--- src/logic/erad_pkg.sv ---
// Package: constants and types for the exception return-address adjust block
// Notes on behaviour
// - Critical input: save address of the instruction that would execute next.
// - Machine check: best-effort save of executing or about-to-execute address.
// - Data storage, alignment, data miss: save faulting load/store address.
// - Instruction storage, program, FP unavailable, instr miss: save faulting address.
// - Debug: save faulting or next address depending on the debug event.
// - Vector/float unavailable and float data: save faulting instruction address.
// - Advance by 4 for long or fixed-32 instructions, by 2 for short ones.
// - ISA status bit is 0 for fixed-32, 1 for variable; short sits high.
// - Page-mode attribute bit: 0 fixed-32 encoding, 1 variable-length encoding.
// - ISA status bit lives in debug control, hidden from ordinary code.
// - Top opcode nibble 0xx1 or 1111 means 32-bit; 0xx0, other 1xxx 16-bit.
// - Halfword masked by 0x9000 equal to 0x1000 starts a 32-bit instruction.
package erad_pkg;
   localparam int ADDR_W = 32;
   localparam logic [31:0] ADDR_RST = 32'h0000_0000;
   localparam logic [15:0] LEN_MASK = 16'h9000;
   localparam logic [15:0] LEN_MATCH = 16'h1000;
   localparam logic [3:0] NIB_RSVD = 4'hf;
   localparam logic [2:0] STEP_LONG = 3'h4;
   localparam logic [2:0] STEP_SHORT = 3'h2;
   localparam logic ISA_FIXED = 1'b0;
   localparam logic ISA_VAR = 1'b1;
   // Vector offset numbers
   typedef enum logic [5:0] {
      VEC_CRIT = 6'h00,
      VEC_MCHK = 6'h01,
      VEC_DSTOR = 6'h02,
      VEC_ISTOR = 6'h03,
      VEC_ALIGN = 6'h05,
      VEC_PROG = 6'h06,
      VEC_FPUN = 6'h07,
      VEC_DMISS = 6'h0d,
      VEC_IMISS = 6'h0e,
      VEC_DEBUG = 6'h0f,
      VEC_VFUN = 6'h20,
      VEC_VFDATA = 6'h21
   } erad_vec_type;
   typedef enum logic [1:0] {
      ST_IDLE = 2'b00,
      ST_SAVED = 2'b01
   } erad_state_type;
endpackage : erad_pkg

--- src/logic/erad_len_decode.sv ---
// Instruction length decode from the first fetched halfword
`timescale 1ns/10ps
module erad_len_decode (
   input wire logic [15:0] halfword,
   input wire logic isa_mode,
   output logic is_long
);
   logic nib_long;
   always_comb begin
      // Mask form; the reserved 1111 nibble is folded in as 32-bit too
      nib_long = ((halfword & erad_pkg::LEN_MASK) == erad_pkg::LEN_MATCH)
         || (halfword[15:12] == erad_pkg::NIB_RSVD);
      // Fixed-32 mode is always long
      is_long = (isa_mode == erad_pkg::ISA_FIXED) || nib_long;
   end
endmodule : erad_len_decode

--- src/logic/erad_top.sv ---
// Exception return-address capture and adjust logic
`timescale 1ns/10ps
module erad_top (
   input wire logic clk,
   input wire logic sys_rst,
   input wire logic exc_valid,
   input wire logic [5:0] exc_vector,
   input wire logic [31:0] fault_addr,
   input wire logic [31:0] next_addr,
   input wire logic debug_use_next,
   input wire logic [15:0] fetch_halfword,
   input wire logic ir_is_var,
   input wire logic page_mode_attr,
   input wire logic use_page_mode,
   input wire logic debug_access,
   input wire logic adjust_req,
   output logic [31:0] save_restore_addr,
   output logic [31:0] machine_check_save_addr,
   output logic [31:0] adjusted_addr,
   output logic adjusted_valid,
   output logic adjusted_long,
   output logic instr_isa_status_bit,
   output logic save_valid
);
   logic [31:0] srr_q, srr_d, mc_q, mc_d, adj_q, adj_d;
   logic adjv_q, adjv_d, long_q, long_d, isa_q, isa_d, sv_q, sv_d;
   logic [31:0] cap_addr;
   logic cap_mc, cap_hit;
   logic isa_mode, is_long;
   logic [15:0] ir_q, ir_d;
   erad_pkg::erad_state_type st_q, st_d;

   // Add path and step constants assume a 32-bit address
   if (erad_pkg::ADDR_W != 32) begin : g_width_chk
      $error("address width must be 32");
   end

   // Mode source: page attribute bit or holding-register status bit
   always_comb begin
      isa_mode = use_page_mode ? page_mode_attr : ir_is_var;
   end

   erad_len_decode u_dec (
      .halfword(ir_q),
      .isa_mode(isa_mode),
      .is_long(is_long)
   );

   // Capture selection per vector
   always_comb begin
      cap_addr = fault_addr;
      cap_mc = 1'b0;
      cap_hit = 1'b1;
      case (exc_vector)
         erad_pkg::VEC_CRIT: cap_addr = next_addr;
         erad_pkg::VEC_MCHK: begin
            cap_addr = fault_addr;
            cap_mc = 1'b1;
         end
         erad_pkg::VEC_DSTOR, erad_pkg::VEC_ALIGN,
         erad_pkg::VEC_DMISS: cap_addr = fault_addr;
         erad_pkg::VEC_ISTOR, erad_pkg::VEC_PROG, erad_pkg::VEC_FPUN,
         erad_pkg::VEC_IMISS: cap_addr = fault_addr;
         erad_pkg::VEC_DEBUG: begin
            cap_addr = debug_use_next ? next_addr : fault_addr;
         end
         erad_pkg::VEC_VFUN,
         erad_pkg::VEC_VFDATA: cap_addr = fault_addr;
         default: cap_hit = 1'b0;
      endcase
   end

   // Next-state for saved addresses, holding register and adjust result
   always_comb begin
      srr_d = srr_q;
      mc_d = mc_q;
      ir_d = ir_q;
      sv_d = sv_q;
      st_d = st_q;
      adj_d = adj_q;
      adjv_d = 1'b0;
      long_d = long_q;
      isa_d = isa_q;
      // Status bit only visible on debug access, otherwise reads zero
      isa_d = debug_access ? ir_is_var : 1'b0;
      case (st_q)
         erad_pkg::ST_IDLE, erad_pkg::ST_SAVED: begin
            if (exc_valid && cap_hit) begin
               if (cap_mc) begin
                  mc_d = cap_addr;
               end else begin
                  srr_d = cap_addr;
               end
               // Short instructions sit in the upper half of the word
               ir_d = fetch_halfword;
               sv_d = 1'b1;
               st_d = erad_pkg::ST_SAVED;
            end else if (adjust_req && st_q == erad_pkg::ST_SAVED) begin
               // Registered one edge after the request
               // Base is always the ordinary save register
               adj_d = srr_q
                  + {29'h0, is_long ? erad_pkg::STEP_LONG
                                    : erad_pkg::STEP_SHORT};
               adjv_d = 1'b1;
               long_d = is_long;
            end
         end
         default: st_d = erad_pkg::ST_IDLE;
      endcase
   end

   always_ff @(posedge clk or posedge sys_rst) begin
      if (sys_rst) begin
         srr_q <= erad_pkg::ADDR_RST;
         mc_q <= erad_pkg::ADDR_RST;
         adj_q <= erad_pkg::ADDR_RST;
         ir_q <= 16'h0000;
         adjv_q <= 1'b0;
         long_q <= 1'b0;
         isa_q <= 1'b0;
         sv_q <= 1'b0;
         st_q <= erad_pkg::ST_IDLE;
      end else begin
         srr_q <= srr_d;
         mc_q <= mc_d;
         adj_q <= adj_d;
         ir_q <= ir_d;
         adjv_q <= adjv_d;
         long_q <= long_d;
         isa_q <= isa_d;
         sv_q <= sv_d;
         st_q <= st_d;
      end
   end

   always_comb begin
      save_restore_addr = srr_q;
      machine_check_save_addr = mc_q;
      adjusted_addr = adj_q;
      adjusted_valid = adjv_q;
      adjusted_long = long_q;
      instr_isa_status_bit = isa_q;
      save_valid = sv_q;
   end

   chk_crit_next_addr: assert property (
      @(posedge clk) disable iff (sys_rst)
      exc_valid && exc_vector == erad_pkg::VEC_CRIT
      |=> save_restore_addr == $past(next_addr))
      else $error("critical save address wrong");
   chk_mchk_addr: assert property (
      @(posedge clk) disable iff (sys_rst)
      exc_valid && exc_vector == erad_pkg::VEC_MCHK
      |=> machine_check_save_addr == $past(fault_addr))
      else $error("machine check save address wrong");
   chk_mchk_srr_keep: assert property (
      @(posedge clk) disable iff (sys_rst)
      exc_valid && exc_vector == erad_pkg::VEC_MCHK
      |=> $stable(save_restore_addr))
      else $error("machine check disturbed the save address");
   chk_mchk_reg_keep: assert property (
      @(posedge clk) disable iff (sys_rst)
      !(exc_valid && exc_vector == erad_pkg::VEC_MCHK)
      |=> $stable(machine_check_save_addr))
      else $error("machine check address moved");
   chk_data_fault: assert property (
      @(posedge clk) disable iff (sys_rst)
      exc_valid && (exc_vector == erad_pkg::VEC_DSTOR
      || exc_vector == erad_pkg::VEC_ALIGN
      || exc_vector == erad_pkg::VEC_DMISS)
      |=> save_restore_addr == $past(fault_addr))
      else $error("data fault save address wrong");
   chk_instr_fault: assert property (
      @(posedge clk) disable iff (sys_rst)
      exc_valid && (exc_vector == erad_pkg::VEC_ISTOR
      || exc_vector == erad_pkg::VEC_PROG || exc_vector == erad_pkg::VEC_IMISS
      || exc_vector == erad_pkg::VEC_FPUN)
      |=> save_restore_addr == $past(fault_addr))
      else $error("instruction fault save address wrong");
   chk_debug_addr: assert property (
      @(posedge clk) disable iff (sys_rst)
      exc_valid && exc_vector == erad_pkg::VEC_DEBUG
      |=> save_restore_addr == ($past(debug_use_next) ? $past(next_addr)
                                : $past(fault_addr)))
      else $error("debug save address wrong");
   chk_vf_fault: assert property (
      @(posedge clk) disable iff (sys_rst)
      exc_valid && (exc_vector == erad_pkg::VEC_VFUN
      || exc_vector == erad_pkg::VEC_VFDATA)
      |=> save_restore_addr == $past(fault_addr))
      else $error("vector float save address wrong");
   chk_save_stands: assert property (
      @(posedge clk) disable iff (sys_rst)
      !exc_valid |=> $stable(save_restore_addr))
      else $error("save address moved without an exception");
   chk_step_size: assert property (
      @(posedge clk) disable iff (sys_rst)
      adjusted_valid |-> adjusted_addr == $past(save_restore_addr)
         + (adjusted_long ? 32'h4 : 32'h2))
      else $error("return step size wrong");
   chk_fixed_long: assert property (
      @(posedge clk) disable iff (sys_rst)
      adjusted_valid && $past(isa_mode) == erad_pkg::ISA_FIXED
      |-> adjusted_long)
      else $error("fixed mode instruction stepped short");
   chk_len_decode: assert property (
      @(posedge clk) disable iff (sys_rst)
      adjusted_valid && $past(isa_mode) == erad_pkg::ISA_VAR
      |-> adjusted_long == (($past(ir_q) & erad_pkg::LEN_MASK)
         == erad_pkg::LEN_MATCH || $past(ir_q[15:12]) == erad_pkg::NIB_RSVD))
      else $error("length decode wrong");
   chk_adj_answer: assert property (
      @(posedge clk) disable iff (sys_rst)
      adjust_req && !exc_valid && save_valid |=> adjusted_valid)
      else $error("adjust request not answered");
   chk_adj_refused: assert property (
      @(posedge clk) disable iff (sys_rst)
      !save_valid |=> !adjusted_valid)
      else $error("adjust answered before any save");
   chk_adj_stands: assert property (
      @(posedge clk) disable iff (sys_rst)
      !adjusted_valid |-> $stable(adjusted_addr))
      else $error("adjusted address moved without a pulse");
   chk_isa_hidden: assert property (
      @(posedge clk) disable iff (sys_rst)
      !debug_access |=> !instr_isa_status_bit)
      else $error("isa status visible without debug access");
   chk_isa_shown: assert property (
      @(posedge clk) disable iff (sys_rst)
      debug_access |=> instr_isa_status_bit == $past(ir_is_var))
      else $error("isa status wrong on debug access");
endmodule : erad_top

--- config.mk ---
export PLATFORM = sky130hd
export DESIGN_NAME = erad_top
export DESIGN_NICKNAME = d
export VERILOG_FILES = /design/src/logic/erad_pkg.sv /design/src/logic/erad_len_decode.sv /design/src/logic/erad_top.sv
export SDC_FILE = /design/constraint.sdc
export NUM_CORES = 1
export LEC_CHECK = 0
export ABC_CLOCK_PERIOD_IN_PS = 3100
export BUFFER_PORTS_ARGS = -buffer_cell sky130_fd_sc_hd__buf_4
export CAP_MARGIN = 25
export CORE_ASPECT_RATIO = 0.8
export CORE_UTILIZATION = 49
export DETAILED_ROUTE_END_ITERATION = 8
export PLACE_DENSITY_LB_ADDON = 0.12
export SYNTH_ARGS = -nofsm -noshare
export SYNTH_HDL_FRONTEND = slang
export SYNTH_SLANG_ARGS = --single-unit
--- constraint.sdc ---
create_clock -name clk -period 3.1 [get_ports clk]
set_input_delay 0.155 -clock clk [delete_from_list [all_inputs] [get_ports clk]]
set_output_delay 0.155 -clock clk [all_outputs]
set_load 0.005 [all_outputs]
==> results.cfg <==
[setup_path]
setup.worst_path.start = ir_q[14]$_DFFE_PP0P_
crit_path_max_incr_delay_ns = 0.66
slowest_stage = or4_4
crit_buf_inv = 1
crit_required_ns = 3.36
path_cells = nand2_1 > nand2_1 > a21oi_1 > inv_1 > ha_1 > a21oi_1 > or4_4 > or4_1 > a31oi_1
cp.arrival_ns = 3.23
cp_max_fo = 13
regToRegStartpoint = ir_q[14]$_DFFE_PP0P_
end_kind = flip-flop
crit_family = simple AND/OR/NAND/NOR gates
worstSetupPathType = flip-flop to flip-flop
start_kind = flip-flop

[yosys]
synth_cells = 472
synth_fp_nets = 570
synth_seq_cells = 104
yosysSeqAreaShare = 0.524
avgSynthCellArea_sq_um = 10.5
ys_warn_count = 0
synth_cell_type_count = 42
syn_area_sq_um = 4970

[routing]
drtIter0Drc = 280
dr_total_vias = 4363
via_per_inst = 5.53
drt-total-wl_mm = 13.3
wire_per_inst_um = 16.8
antenna_left = 0
drt_pass1_iterations = 5
drc = 0

[timing]
relSlewSlack = 0.492
tns_ns = 0
finalCritPeriodShare = 0.956
hold_viol_final = 0
period_needed_ns = 2.96
clock_skew_ns = 0.00400
fmax_mhz = 337
setup_viol = 0
slew_viol_final = 0
worstMarginPinSlew_ns = 0.762
rsz0062_at_grt = false

[job]
max_cap_viol_count = 0

[finish]
drive_above_1_share = 0.352
final_util = 0.696
syn2layout_area_growth_pct = 36.3
fin_nets = 746
antenna_cells = 0

[floorplan]
start_util = 0.511
fp.dieW_um = 115
core_area_sq_um = 9730
ioPinCount = 195
die_area_sq_um = 10600
rows = 32
die_h_um = 92.1

[grt]
grt_use_met3 = 0.0635
grt_max_degree = 64
grt_usage = 0.264
use_met1 = 0.371
antenna_found_initial = 0
grt-ovfl-total = 0
grt_util_met2 = 0.406
grt_pass1_vias = 4225
top_usage_layer = met2
grt_pass1_wl_mm = 21.5

[hold_path]
hold_path_startpoint = debug_access
hold_path.class = primary input to flip-flop

[cts]
cts_setup_buffers = 0
htreeDepth = 3
cts_root_buf = clkbuf_16
clkSinkCount = 104
cts-buffers-inserted = 9
clock_latency_ns = 0.34
clockBufferDepth = 2
cts_tree = built
clk_pin_slew_ns = 0.07

[power_and_ir_drop]
power_mw = 4.21
peakVddDrop_mv = 0.481
p_leak_nw = 2.98
powerDensity_nw_per_um2 = 621

[status]
outcome = finished clean

[placed_design]
hpwlAfterDp_mm = 9.89
numPortBuffers = 182
gp_congestion = 0.838
sequential cells by signal, summed over array words and instances (netlist names):
register and cells:
adjusted_addr 32, machine_check_save_addr 32, save_restore_addr 32, ir_q 4, adjusted_long 1, adjusted_valid 1
instr_isa_status_bit 1, save_valid 1
layout make-up:
type,count,area [sq um]
Fill cell,755,2950
Sequential cell,104,2600
Multi-Input combinational cell,333,2250
Timing Repair Buffer,194,1460
Clock buffer,13,250
Tap cell,136,170
Inverter,6,25.0
Clock inverter,3,17.5
metal layers:
| metal | routed length, um | vias up |
|---|---|---|
| met5 | 0 | - |
| met4 | 193 | 0 |
| met3 | 794 | 16 |
| met2 | 6110 | 152 |
| met1 | 6180 | 2107 |
| li1 | - | 2088 |
stage by stage:
step / std cells / hold slack, ns / instance area, sq um / worst slack [ns]
after floorplan: 472 / 0.284 / 4970 / 0.213
after global placement: 772 / 0.346 / 6490 / 0.230
after detailed placement: 772 / 0.354 / 6490 / 0.107
after CTS: 789 / 0.0157 / 6770 / 0.0316
after global routing: 789 / 0.0101 / 6780 / 0.0205
final: 789 / 0.0314 / 6780 / 0.135
cells in the final DEF, fill, tap and decap left out, types with 8 or more instances in the layout:
cell type  count
a21oi_1       41
a31oi_1       16
buf_4        193
clkbuf_16      9
dfrtp_1      104
mux2_1        12
mux2_2        13
mux2i_1       28
nand2_1       16
nand3_1        8
nor2_1        59
o21ai_0       26
o31ai_1       35
or3_1          8
or4_1         12
xnor2_1       10
logic make-up (layout without fill, tap and decap cells):
| group | count (synthesis) | after routing | synth area share |
|---|---|---|---|
| simple gates | 135 | 135 | 0.142 |
| mux | 53 | 53 | 0.113 |
| flops | 104 | 104 | 0.524 |
| xor+xnor | 12 | 12 | 0.0211 |
| fa+ha+maj | 3 | 3 | 0.00906 |
| buf+inv | 35 | 216 | 0.0327 |
| compound gates | 130 | 130 | 0.159 |
where the power goes:
group / switching, mW / internal, mW
combinational: 0.484 / 0.682
sequential: 0.326 / 1.68
clock: 0.476 / 0.565
cells in the mapped netlist:
| cell | instances | area share |
|---|---|---|
| buf_4 | 3 | 0.0045 |
| or4_1 | 13 | 0.020 |
| xnor2_1 | 10 | 0.018 |
| o21ai_1 | 6 | 0.0060 |
| a41oi_2 | 1 | 0.0033 |
| or3b_1 | 2 | 0.0035 |
| nor3_1 | 2 | 0.0020 |
| ha_1 | 2 | 0.0050 |
| o41ai_1 | 1 | 0.0018 |
| nand4_2 | 2 | 0.0050 |
| nand2b_1 | 3 | 0.0038 |
| nor4b_1 | 1 | 0.0018 |
| nand4_4 | 1 | 0.0043 |
| or3_1 | 8 | 0.010 |
| and4_1 | 1 | 0.0018 |
| inv_1 | 6 | 0.0045 |
| nor4_1 | 3 | 0.0038 |
| o31ai_1 | 35 | 0.053 |
| a31oi_1 | 16 | 0.020 |
| o22a_1 | 1 | 0.0018 |
| clkbuf_1 | 20 | 0.015 |
| and3_1 | 3 | 0.0038 |
| xor2_1 | 2 | 0.0035 |
| o21ai_0 | 26 | 0.026 |
| and2_1 | 2 | 0.0025 |
| nor2_1 | 59 | 0.045 |
| nand3_1 | 9 | 0.0091 |
| buf_6 | 2 | 0.0045 |
| mux2i_1 | 28 | 0.056 |
| buf_2 | 4 | 0.0040 |
| mux2_2 | 13 | 0.029 |
| nand2_1 | 16 | 0.012 |
| or4b_1 | 1 | 0.0020 |
| fa_1 | 1 | 0.0040 |
| o22ai_2 | 1 | 0.0025 |
| mux2_1 | 12 | 0.027 |
| nand4_1 | 6 | 0.0076 |
| a21oi_1 | 42 | 0.042 |
| o31a_1 | 1 | 0.0018 |
| or4_4 | 1 | 0.0023 |
| nor2b_1 | 2 | 0.0025 |
| dfrtp_1 | 104 | 0.52 |
path summary, 6_finish.rpt:
path,cells past startpoint,slack (ns),end
worst max-delay path,9,0.14,adjusted_addr[28]$_DFFE_PP0P_
worst min-delay path,2,0.03,instr_isa_status_bit$_DFF_PP0_
worst max register to register,9,0.14,adjusted_addr[28]$_DFFE_PP0P_
worst min register to register,1,0.51,ir_q[13]$_DFFE_PP0P_
max in group asynchronous,4,1.75,adjusted_addr[18]$_DFFE_PP0P_
min in group asynchronous,3,0.51,machine_check_save_addr[27]$_DFFE_PP0P_
what timing repair did:
item | CTS | global route
hold buffers | 1 | 0
setup endpoints to repair | 0 | 4
resized for setup | 0 | 1
endpoints found under the hold margin | 61 | 0
(Power assumes the default switching activity.)
